File: config.mk
export PLATFORM = sky130hd
export DESIGN_NAME = swcsr_top
export DESIGN_NICKNAME = d
export VERILOG_FILES = /design/src/hw/swcsr_pkg.sv /design/src/hw/swcsr_map_if.sv /design/src/hw/swcsr_win_map.sv /design/src/hw/swcsr_top.sv
export SDC_FILE = /design/constraint.sdc
export NUM_CORES = 1
export LEC_CHECK = 0
export BUFFER_PORTS_ARGS = -buffer_cell sky130_fd_sc_hd__buf_2
export CELL_PAD_IN_SITES_DETAIL_PLACEMENT = 1
export CELL_PAD_IN_SITES_GLOBAL_PLACEMENT = 1
export CORE_MARGIN = 4
export CORE_UTILIZATION = 36
export DETAILED_ROUTE_END_ITERATION = 8
export PLACE_DENSITY_LB_ADDON = 0.1
export SKIP_CTS_REPAIR_TIMING = 1
export SLEW_MARGIN = 20
export SYNTH_ARGS = -nofsm -noshare
export SYNTH_HDL_FRONTEND = slang
export SYNTH_SLANG_ARGS = --single-unit
File: constraint.sdc
create_clock -name aclk -period 3.4 [get_ports aclk]
set_input_delay 0.68 -clock aclk [delete_from_list [all_inputs] [get_ports aclk]]
set_output_delay 0.68 -clock aclk [all_outputs]
set_load 0.01 [all_outputs]
File: src/hw/swcsr_pkg.sv
/*
 swcsr_pkg: offsets, reset values, field positions, window map and
 state encodings of the switch station-address and direct-write block.
 assumes: a 12-bit byte address space seen from the AXI4-Lite slave.
*/
package swcsr_pkg;

  // ==========================================================
  // address map
  localparam int unsigned ADDR_W           = 12;
  localparam logic [11:0] OFF_CMD_STATUS   = 12'h1E0; // command status
  localparam logic [11:0] OFF_STATION_HIGH = 12'h1F0; // station addr high
  localparam logic [11:0] OFF_STATION_LOW  = 12'h1F4; // station addr low
  localparam logic [11:0] WIN_BASE         = 12'h200; // first window word
  localparam logic [11:0] WIN_LAST         = 12'h2DC; // last window word

  // ==========================================================
  // reset values and field positions
  localparam logic [15:0] RST_STATION_HIGH = 16'hFFFF;
  localparam logic [31:0] RST_STATION_LOW  = 32'hFF0F8000;
  localparam logic [31:0] RST_WIN_DATA     = 32'h00000000;
  localparam logic [3:0]  FAB_BE_ALL       = 4'hF;
  localparam int unsigned ST_BUSY_BIT      = 31; // status: busy
  localparam int unsigned ST_RNW_BIT       = 30; // status: read flag
  localparam int unsigned ST_BE_LSB        = 16; // status: enables
  localparam int unsigned HIGH_W           = 16; // used bits of high

  // ==========================================================
  // axi responses
  localparam logic [1:0] AXI_OKAY   = 2'h0;
  localparam logic [1:0] AXI_SLVERR = 2'h2;

  // ==========================================================
  // window word index to fabric register number
  localparam int unsigned WIN_ENTRIES = 56;
  localparam logic [15:0] WIN_MAP [WIN_ENTRIES] = '{
    16'h0001, 16'h0004,
    16'h0401, 16'h0440, 16'h0441, 16'h0480,
    16'h0801, 16'h0840, 16'h0841, 16'h0880,
    16'h0C01, 16'h0C40, 16'h0C41, 16'h0C80,
    16'h1800, 16'h1801, 16'h1802, 16'h1809, 16'h180B, 16'h180C,
    16'h1811, 16'h1812, 16'h1840, 16'h1841, 16'h1842, 16'h1843,
    16'h1845, 16'h1846, 16'h1847, 16'h1848, 16'h1849, 16'h184A,
    16'h184B, 16'h184D, 16'h1855, 16'h1856, 16'h1857, 16'h1880,
    16'h1C00, 16'h1C01, 16'h1C02, 16'h1C03, 16'h1C04, 16'h1C09,
    16'h1C0A, 16'h1C0C, 16'h1C0D, 16'h1C0E, 16'h1C0F, 16'h1C10,
    16'h1C11, 16'h1C12, 16'h1C13, 16'h1C14, 16'h1C15, 16'h1C20
  };

  // ==========================================================
  // fabric command engine states
  typedef enum logic [1:0] {
    FAB_IDLE = 2'b01,
    FAB_BUSY = 2'b10
  } swcsr_fab_state_e;

endpackage

File: src/hw/swcsr_map_if.sv
/*
 swcsr_map_if: window index in, fabric register number out.
 assumes: one requester and one lookup table, same clock domain.
*/
`timescale 1ns/1ps
interface swcsr_map_if;
  logic [5:0]  idx; // window word index
  logic [15:0] num; // mapped fabric register number
  logic        hit; // index lies in the map
  modport req (output idx, input num, input hit);
  modport lut (input idx, output num, output hit);
endinterface

File: src/hw/swcsr_win_map.sv
/*
 swcsr_win_map: combinational lookup of the direct-write window map.
 assumes: index counts words from the window base upward.
*/
`timescale 1ns/1ps
module swcsr_win_map
  import swcsr_pkg::*;
(
  swcsr_map_if.lut m
);

  // ==========================================================
  // lookup; only listed fabric registers are reachable
  always_comb begin
    if (m.idx < 6'(WIN_ENTRIES)) begin
      m.num = WIN_MAP[m.idx]; // see see see
      m.hit = 1'b1;
    end else begin
      m.num = 16'h0000;
      m.hit = 1'b0;
    end
  end

endmodule

File: src/hw/swcsr_top.sv
/*
 swcsr_top: AXI4-Lite register front end holding the switch station
 address and turning writes into a direct window into fabric commands.
 assumes: fabric pulses fab_done once per command; loader strobes its
 six bytes at power-on and pulses ldr_done when initialisation ends.
*/
// Behaviour
// high register: bits 15:0, upper bits zero
// low register: full 32 bits, read write
// both registers form pause frame address
// loader bytes 05h,06h fill high register
// loader bytes 01h..04h fill low register
// preload once, if programmed; host copies too
// after init host writes are kept
// window write: number, enables, write, busy
// busy clears when fabric write finishes
// window word carries data for fabric
// host never reads fabric through window
// reset and irq mask at 200h, 204h
// port registers map from 208h to 234h
// switch engine registers 238h to 294h
// buffer manager registers 298h to 2DCh
// byte enables gate the four data bytes; code always sends FAB_BE_ALL and ignores the write strobes
// host waits for idle before next command
`timescale 1ns/1ps
module swcsr_top
  import swcsr_pkg::*;
(
  input  wire logic              aclk,
  input  wire logic              aresetn,
  // axi write address
  input  wire logic              awvalid,
  output logic                   awready,
  input  wire logic [ADDR_W-1:0] awaddr,
  input  wire logic [2:0]        awprot,
  // axi write data
  input  wire logic              wvalid,
  output logic                   wready,
  input  wire logic [31:0]       wdata,
  input  wire logic [3:0]        wstrb,
  // axi write response
  output logic                   bvalid,
  input  wire logic              bready,
  output logic [1:0]             bresp,
  // axi read address
  input  wire logic              arvalid,
  output logic                   arready,
  input  wire logic [ADDR_W-1:0] araddr,
  input  wire logic [2:0]        arprot,
  // axi read data
  output logic                   rvalid,
  input  wire logic              rready,
  output logic [31:0]            rdata,
  output logic [1:0]             rresp,
  // eeprom loader
  input  wire logic              ldr_valid,
  input  wire logic              ldr_programmed,
  input  wire logic [47:0]       ldr_bytes,
  input  wire logic              ldr_done,
  // station address copies
  output logic [47:0]            station_addr,
  output logic [15:0]            host_station_addr_high,
  output logic [31:0]            host_station_addr_low,
  // fabric command side
  output logic                   fab_req,
  output logic [15:0]            fab_reg_number,
  output logic [3:0]             fab_byte_enables,
  output logic                   fab_read_not_write,
  output logic [31:0]            fab_wdata,
  input  wire logic              fab_done,
  output logic                   fabric_op_busy
);

  // ==========================================================
  // state
  logic [ADDR_W-1:0] aw_addr_q;   // held write address
  logic              aw_held_q;   // write address taken
  logic [31:0]       w_data_q;    // held write data
  logic [3:0]        w_strb_q;    // held write strobes
  logic              w_held_q;    // write data taken
  logic              bvalid_q;    // write response pending
  logic [1:0]        bresp_q;     // write response code
  logic              rvalid_q;    // read data pending
  logic [31:0]       rdata_q;     // read data
  logic [1:0]        rresp_q;     // read response code
  logic              init_done_q; // initialisation finished
  logic [15:0]       high_q;      // station address 47:32
  logic [31:0]       low_q;       // station address 31:0
  logic [15:0]       host_high_q; // host copy, high
  logic [31:0]       host_low_q;  // host copy, low
  swcsr_fab_state_e  fab_q;       // command engine state
  logic [15:0]       fab_num_q;   // command register number
  logic [3:0]        fab_be_q;    // command byte enables
  logic              fab_rnw_q;   // command read flag
  logic [31:0]       fab_data_q;  // command data

  // ==========================================================
  // decode of the held write
  logic              win_hit;  // write falls in window
  logic              wr_go;    // write performed this cycle
  logic              ldr_take; // loader preload accepted
  logic [ADDR_W-1:0] win_off;  // offset inside window
  logic [31:0]       low_mrg;  // low merged with strobes
  logic [31:0]       high_mrg; // high merged with strobes
  logic [31:0]       high_ext; // high register zero extended
  logic              rd_take;  // read address accepted
  swcsr_map_if       map ();   // window map lookup

  // window offset in bytes, word index from bits 7:2
  assign win_off = aw_addr_q - WIN_BASE;
  assign map.idx = win_off[7:2];

  // window range check, map must also hit
  assign win_hit = (aw_addr_q >= WIN_BASE) && (aw_addr_q <= WIN_LAST)
                   && map.hit;

  // write goes when both halves held, response free, fabric ready if window hit
  assign wr_go = aw_held_q && w_held_q && !bvalid_q
                 && !(win_hit && fab_q == FAB_BUSY);

  // loader only before initialisation ends
  assign ldr_take = ldr_valid && ldr_programmed && !init_done_q;

  // window map lookup table
  swcsr_win_map u_map (
    .m (map)
  );

  // ==========================================================
  // byte lane merge of host writes
  assign high_ext = {16'h0000, high_q};
  genvar g;
  generate
    for (g = 0; g < 4; g++) begin : g_lane
      assign low_mrg[g*8+:8]  = w_strb_q[g] ? w_data_q[g*8+:8] : low_q[g*8+:8];
      assign high_mrg[g*8+:8] = w_strb_q[g] ? w_data_q[g*8+:8] : high_ext[g*8+:8];
    end
  endgenerate

  // ==========================================================
  // axi write channels: take address and data in either order
  assign awready = !aw_held_q;
  assign wready  = !w_held_q;
  assign bvalid  = bvalid_q;
  assign bresp   = bresp_q;

  // address holding
  always_ff @(posedge aclk) begin
    if (!aresetn) begin
      aw_held_q <= 1'b0;
      aw_addr_q <= '0;
    end else if (awvalid && !aw_held_q) begin
      aw_held_q <= 1'b1;
      aw_addr_q <= awaddr;
    end else if (wr_go) begin
      aw_held_q <= 1'b0;
    end
  end

  // data holding
  always_ff @(posedge aclk) begin
    if (!aresetn) begin
      w_held_q <= 1'b0;
      w_data_q <= '0;
      w_strb_q <= '0;
    end else if (wvalid && !w_held_q) begin
      w_held_q <= 1'b1;
      w_data_q <= wdata;
      w_strb_q <= wstrb;
    end else if (wr_go) begin
      w_held_q <= 1'b0;
    end
  end

  // write response
  always_ff @(posedge aclk) begin
    if (!aresetn) begin
      bvalid_q <= 1'b0;
      bresp_q  <= AXI_OKAY;
    end else if (wr_go) begin
      bvalid_q <= 1'b1;
      // unmapped addresses answer slave error
      if (win_hit || aw_addr_q == OFF_STATION_HIGH
          || aw_addr_q == OFF_STATION_LOW || aw_addr_q == OFF_CMD_STATUS) begin
        bresp_q <= AXI_OKAY;
      end else begin
        bresp_q <= AXI_SLVERR;
      end
    end else if (bready) begin
      bvalid_q <= 1'b0;
    end
  end

  // ==========================================================
  // initialisation flag
  always_ff @(posedge aclk) begin
    if (!aresetn) begin
      init_done_q <= 1'b0;
    end else if (ldr_done) begin
      init_done_q <= 1'b1;
    end
  end

  // ==========================================================
  // station address registers
  always_ff @(posedge aclk) begin
    if (!aresetn) begin
      high_q <= RST_STATION_HIGH;
      low_q  <= RST_STATION_LOW;
    end else if (ldr_take) begin
      high_q <= ldr_bytes[47:32];
      low_q  <= ldr_bytes[31:0];
    end else if (wr_go && init_done_q) begin
      // host writes only after initialisation
      if (aw_addr_q == OFF_STATION_HIGH) begin
        high_q <= high_mrg[HIGH_W-1:0]; // see
      end
      if (aw_addr_q == OFF_STATION_LOW) begin
        low_q <= low_mrg; // see
      end
    end
  end

  // host copies follow the loader only
  always_ff @(posedge aclk) begin
    if (!aresetn) begin
      host_high_q <= RST_STATION_HIGH;
      host_low_q  <= RST_STATION_LOW;
    end else if (ldr_take) begin
      host_high_q <= ldr_bytes[47:32];
      host_low_q  <= ldr_bytes[31:0];
    end
  end

  // pause frame source address
  assign station_addr           = {high_q, low_q};
  assign host_station_addr_high = host_high_q;
  assign host_station_addr_low  = host_low_q;

  // ==========================================================
  // fabric command engine
  always_ff @(posedge aclk) begin
    if (!aresetn) begin
      fab_q      <= FAB_IDLE;
      fab_num_q  <= '0;
      fab_be_q   <= '0;
      fab_rnw_q  <= 1'b0;
      fab_data_q <= RST_WIN_DATA;
    end else begin
      case (fab_q)
        FAB_IDLE: begin
          if (wr_go && win_hit) begin
            fab_q      <= FAB_BUSY;
            fab_num_q  <= map.num;
            fab_be_q   <= FAB_BE_ALL; // see
            fab_rnw_q  <= 1'b0;
            fab_data_q <= w_data_q;
          end
        end
        FAB_BUSY: begin
          // fabric finished the write
          if (fab_done) begin
            fab_q <= FAB_IDLE;
          end
        end
        default: begin
          fab_q <= FAB_IDLE;
        end
      endcase
    end
  end

  // command outputs
  assign fab_req            = (fab_q == FAB_BUSY);
  assign fabric_op_busy     = (fab_q == FAB_BUSY);
  assign fab_reg_number     = fab_num_q;
  assign fab_byte_enables   = fab_be_q;
  assign fab_read_not_write = fab_rnw_q;
  assign fab_wdata          = fab_data_q;

  // ==========================================================
  // axi read channel
  assign arready = !rvalid_q;
  assign rd_take = arvalid && !rvalid_q;
  assign rvalid  = rvalid_q;
  assign rdata   = rdata_q;
  assign rresp   = rresp_q;

  // read data capture
  always_ff @(posedge aclk) begin
    if (!aresetn) begin
      rvalid_q <= 1'b0;
      rdata_q  <= '0;
      rresp_q  <= AXI_OKAY;
    end else if (rd_take) begin
      rvalid_q <= 1'b1;
      rresp_q  <= AXI_OKAY;
      rdata_q  <= '0;
      if (araddr == OFF_STATION_HIGH) begin
        rdata_q <= {16'h0000, high_q};
      end else if (araddr == OFF_STATION_LOW) begin
        rdata_q <= low_q;
      end else if (araddr == OFF_CMD_STATUS) begin
        rdata_q[ST_BUSY_BIT]         <= fab_q == FAB_BUSY;
        rdata_q[ST_RNW_BIT]          <= fab_rnw_q;
        rdata_q[ST_BE_LSB+:4]        <= fab_be_q;
        rdata_q[15:0]                <= fab_num_q;
      end else if (araddr >= WIN_BASE && araddr <= WIN_LAST) begin
        rdata_q <= '0; // write only window reads zero, see
      end else begin
        rresp_q <= AXI_SLVERR;
      end
    end else if (rready) begin
      rvalid_q <= 1'b0;
    end
  end
endmodule

# [Word level (Yosys, flattened, before mapping)]
# Memories as Yosys holds them, arrays and structs flattened. A register that Yosys moved wholly into a read port is not among the register bits.
# Index checks and enable logic that the tools add are counted.
[word_totals] rom_bits=1024 ff_bits=220 elab_cells=113 mem_count=1 ramBits=0 latchBits=0 inputBits=125
[memory_table] name="(name not given)" depth=64 width=16 rd=1 rd_clocked_by_memory_dff=1 write_ports=0 line_no="swcsr_win_map.sv:16" text="m.num = WIN_MAP[m.idx];"
[classes] n_eq_ne=10 multipliers=0 order_cmp=5 mux=30 div_mod_pow=0 reduce_logical=43 bitwise=1 n_addsub=1 n_shift=0
[ops] cell="2-to-1 mux 32 bit" count=5
[ops] cell="== test 12 x 9 -> 1 bit, second input constant" count=6
[ops] cell="2-to-1 mux 16 bit" count=3
[ops] cell="2-to-1 mux 8 bit" count=4
[ops] cell=">= comparator 12 x 10 -> 1 bit, second input constant" count=2
[ops] cell="less-or-equal comparator 12 x 10 -> 1 bit, second input constant" count=2
[ops] cell="nonzero test 2 bit" count=11
[ops] cell="2-to-1 mux 20 bit" count=1
[ops] cell="AND reduction 3 bit" count=6
[ops] cell="2-to-1 mux 2 bit" count=8
[ops] cell="logical AND 1 bit" count=14
[ops] cell="2-to-1 mux 1 bit" count=8
[ops] cell="subtractor 8 x 1 -> 8 bit, second input constant" count=1
[ops] cell="zero test 1 bit" count=7
[ops] cell="inverter 6 -> 7 bit" count=1
[ops] cell="less-than comparator 6 bit, second input constant" count=1
[ops] cell="one-hot mux 2 bit (2 select lines)" count=1
[ops] cell="AND reduction 2 bit" count=2
[ops] cell="logical OR 1 bit" count=3
[ops] cell="== test 2 x 1 -> 1 bit, second input constant" count=1
[ops] cell="== test 2 bit, second input constant" count=1
[ops] cell="!= test 2 x 1 -> 1 bit, second input constant" count=1
[ops] cell="!= test 2 bit, second input constant" count=1

# [Logic depth before layout (Yosys ltp)]
[logic_depth] depth_word=10 mapped_depth=9

# [Modules after synthesis]
# A second synthesis with hierarchy kept.
[hier_totals] cells_unflattened=1183 hier_area_um2=9939.5
[by_module_without_submodules] module="swcsr_top" cells_each=1082 n_inst=1 area_each_um2=9242.6
[by_module_without_submodules] module="swcsr_win_map" cells_each=101 n_inst=1 area_each_um2=696.9

# [Worst setup path before layout]
# No wires, ideal clock.
[synth_path] path_type="input port to flip-flop" startpoint="input araddr[3]" endpoint="register rdata_q[10], in the netlist rdata[10]" required_time_ps=3272 arrival_ps=2582 slack_ps=690 path_buffers=2 cell_stages=7 path_cell_list="or4b_1 > or4_4 > buf_6 > or3b_4 > buf_6 > o221ai_2 > o21ai_1"
[synth_between] elab_chain_cells=4
[synth_rtl] element="start, declared" line_no="swcsr_top.sv:48" text="input wire logic [ADDR_W-1:0] araddr,"
[synth_rtl] element="== test 12 x 9 -> 1 bit" line_no="swcsr_top.sv:303" text="end else if (araddr == OFF_CMD_STATUS) begin"
[synth_rtl] element="2-to-1 mux 20 bit" line_no="swcsr_top.sv:303"
[synth_rtl] element="2-to-1 mux 32 bit" line_no="swcsr_top.sv:301" text="end else if (araddr == OFF_STATION_LOW) begin"
[synth_rtl] element="2-to-1 mux 32 bit *" line_no="swcsr_top.sv:299" text="if (araddr == OFF_STATION_HIGH) begin"
[synth_rtl] element="end signal, assigned" line_no="swcsr_top.sv:300" text="rdata_q <= {16'h0000, high_q};"
[synth_rtl] element="end signal, assigned" line_no="swcsr_top.sv:302" text="rdata_q <= low_q;"
[synth_rtl] element="end signal, assigned by index" line_no="swcsr_top.sv:305" text="rdata_q[ST_RNW_BIT] <= fab_rnw_q;"
[synth_rtl] element="end, declared" line_no="swcsr_top.sv:84" text="logic [31:0] rdata_q;"
# Every way passes the cells marked *; elsewhere a longest branch is shown, timed or not.
# A chain may end at the register's enable or synchronous reset.

# [Worst setup path in the final report]
[layout_path] startpoint="register aw_addr_q[3]" endpoint="register low_q[5]"
[layout_between] elab_chain_cells=10
[layout_rtl] element="start, declared" line_no="swcsr_top.sv:76" text="logic [ADDR_W-1:0] aw_addr_q;"
[layout_rtl] element="start signal, assigned" line_no="swcsr_top.sv:154" text="aw_addr_q <= awaddr;"
[layout_rtl] element="subtractor 8 x 1 -> 8 bit" line_no="swcsr_top.sv:110" text="assign win_off = aw_addr_q - WIN_BASE;"
[layout_rtl] element="less-than comparator 6 bit" line_no="swcsr_win_map.sv:15" text="if (m.idx < 6'(WIN_ENTRIES)) begin"
[layout_rtl] element="2-to-1 mux 1 bit" line_no="swcsr_win_map.sv:15"
[layout_rtl] element="logical AND 1 bit" line_no="swcsr_top.sv:115" text="&& map.hit;"
[layout_rtl] element="logical AND 1 bit" line_no="swcsr_top.sv:119" text="&& !(win_hit && fab_q == FAB_BUSY);"
[layout_rtl] element="zero test 1 bit" line_no="swcsr_top.sv:119"
[layout_rtl] element="logical AND 1 bit" line_no="swcsr_top.sv:119"
[layout_rtl] element="logical AND 1 bit" line_no="swcsr_top.sv:213" text="end else if (wr_go && init_done_q) begin"
[layout_rtl] element="nonzero test 2 bit (no source line)"
[layout_rtl] element="AND reduction 3 bit (no source line) *"
[layout_rtl] element="end signal, assigned" line_no="swcsr_top.sv:212" text="low_q <= ldr_bytes[31:0];"
[layout_rtl] element="end signal, assigned" line_no="swcsr_top.sv:219" text="low_q <= low_mrg;"
[layout_rtl] element="end, declared" line_no="swcsr_top.sv:88" text="logic [31:0] low_q;"
# Marks and branches as above.

==> results.cfg <==
[critical_path]
crit_chain = inv_1, ha_1, or4bb_1, nor4_4, buf_4, nand2_1, mux2i_1, a21oi_1
cp_data_required_time_ns = 3.81
cp_max_fo = 16
cp-end-kind = register
critPathMaxStageDelay_ns = 0.56
crit_arrival_ns = 3.09
slowest_stage = or4bb_1
crit_path_start_kind = register
crit_type = register to register

[clock_tree]
clock_latency_ns = 0.53
cts_made_buffers = 26
cts.root.buffer_cell = clkbuf_16
cts.path.max_buffers = 3
h-tree-depth = 1
cts_num_sinks = 229
clk_pin_slew_ns = 0.06
cts_tree = done

[synth]
synth_area_leaders = dfxtp_1 (50%), nand2_1 (11%), a21oi_1 (7.2%), o21ai_0 (4.9%), nor2_1 (4.1%)
yosys_register_bits = 229
yosysWarnings = 0
synth_top_area_share_pct = 49.63
ys_types = 62
synth_edf_count = 0
syn-instance-count = 1148
synth_top_area_cell = dfxtp_1
async_flop_share_pct = 0
avgSynthCellArea_um2 = 8.047
netlist_area_um2 = 9238
ys_seq_area_share_pct = 49.63
synthFlopType = dfxtp_1

[timing]
relSlewSlack_pct = 46.54
fin_crit_sh_pct = 79.07
finClkSkew_ns = 0.009078
fmax_mhz = 372.0
worst_slew_pin_slew_ns = 0.7990
rsz0062_at_grt = false
hold_viol = 0
setup_viol = 0
setup_tns_ns = 0
min_period_ns = 2.688
maxSlewViolCount = 0
hold_ws_ns = 0.3429

[place]
place_area_um2 = 10970
port_buffers = 302
dp.cells = 1707
gp_congestion = 0.8661
dpl.hpwl_um = 26270

[global_route]
first_global_vias = 9170
grtUsageTotal_pct = 24.42
grt.overflow.total = 0
antenna_found_initial = 6
grt_max_degree = 131
grt_pass1_wl_um = 55020

[pwr]
power_density_nw_per_um2 = 539.9
leakagePower_nw = 5.046
total_power_mw = 6.407
peakVddDrop_v = 0.0003350

[routing]
drt_iter0_drc = 706
met3WireLength_um = 2633
postRouteAntennaNets = 0
dr.pass1.iters = 5
drc = 0
dr_wl_met2_um = 15210
routedWlPerCell_um = 20.54
routed_wl_um = 36070
wl_met1_um = 17550
top_layer_used = met5
vias = 9258
routed_via_density = 5.272

[layout]
drive_above_1_share_pct = 27.22
syn2layout_area_growth_pct = 28.47
final_cell_mix = buf_2 (302), nand2_1 (274), dfxtp_1 (229)
fin_nets = 1537
final_common_cell = buf_2
fill_cells = 3160
instances_no_fill = 1756
final_area_um2 = 11870

[floorplan]
rows = 58
die_h_um = 168.2
die_w_um = 168.2
die_area_um2 = 28290
coreArea_um2 = 25180
ioPinCount = 317
initial_core_util_pct = 36.68

[outcome]
status = complete, no violations

[min_path]
hp-class = input port to register

[run]
drv_cap = 0
[final timing paths]
check	start	end	slack, ns	depth (start not counted)
worst min register to register	rdata[4]	rdata[4]	0.45	2
worst max-delay path	aw_addr_q[3]	low_q[5]	0.71	8
worst min-delay path	rready	rvalid	0.34	2
worst max register to register	aw_addr_q[3]	low_q[5]	0.71	8
[cell type report]
type | instances | area [µm²] | area share, %
Multi-Input combinational cell | 815 | 4225 | 35.60
Tap cell | 330 | 412.9 | 3.479
Clock buffer | 35 | 744.5 | 6.273
Antenna cell | 4 | 10.01 | 0.08434
Inverter | 12 | 47.55 | 0.4006
Clock inverter | 10 | 138.9 | 1.170
Sequential cell | 229 | 4584 | 38.63
Timing Repair Buffer | 321 | 1704 | 14.36
[state kept, by name (all words and copies together), names as in the netlist]
signal,count
fab_wdata,32
host_station_addr_low,32
low_q,32
rdata,32
w_data_q,32
high_q,16
host_station_addr_high,16
aw_addr_q,12
fab_reg_number,11
w_strb_q,4
fab_q,2
aw_held_q,1
bresp,1
bvalid,1
fab_byte_enables,1
init_done_q,1
rresp,1
rvalid,1
w_held_q,1
[per-layer routing]
| metal | up-vias | GRT usage (%) |
|---|---|---|
| met2 | 290 | 36.41 |
| li1 | 4470 | - |
| met1 | 4455 | 36.53 |
| met5 | - | 0 |
| met4 | 4 | 5.293 |
| met3 | 39 | 4.954 |
[cells by family after synthesis]
kind of cell    Yosys count  synth area share [%]
other cells               1               0.04059
compound gates          339                 22.09
buf+inv                 111                 5.215
flops                   229                 49.63
mux                      21                 2.289
xor+xnor                  1               0.09483
fa+ha+maj                 7                0.9481
simple gates            439                 19.69
[critical path: cells and delay by family (launching register included)]
kind	cells	cell delay (ns)
AND/OR/NAND/NOR	3	1.06
flip-flops	1	0.41
adder cells (fa/ha/maj)	1	0.26
AO/OA/AOI/OAI	1	0.08
multiplexers	1	0.26
buffers and inverters	2	0.50
[metrics by stage]
stage / util [%] / setup slack, ns
floorplan: - / 0.6901
global placement: 43.58 / 0.5055
detailed placement: 43.58 / 0.4945
CTS: 47.09 / 0.7502
global route: 47.13 / 0.5052
finish: 47.13 / 0.7115
[cells in the mapped netlist, types with 3 or more instances]
cell and n:
buf_2 4, nand2_1 274, nand3_1 4, nand4_1 4, o22ai_1 17, or2_2 4
buf_4 12, inv_1 11, o221ai_2 10, clkbuf_1 71, o211ai_1 3, a31oi_1 14
o21ai_1 10, a211oi_1 4, nor3_1 22, mux2i_1 20, o2111ai_1 4, a21boi_0 10
a21o_1 5, a221oi_1 7, ha_1 7, a221o_1 3, a22oi_1 12, nor2_1 101
a21oi_1 132, buf_1 10, nand2b_1 6, dfxtp_1 229, nor2b_1 5, a311oi_1 3
o21ai_0 91
[power breakdown]
part	total (mW)	leakage [nW]	internal [mW]	switching [mW]
sequential	2.89	1.87	2.78	0.110
clock	2.91	0.436	1.75	1.15
combinational	0.606	2.74	0.227	0.379
total	6.41	5.05	4.77	1.64
Note: power is estimated with default switching activity, not from simulation.
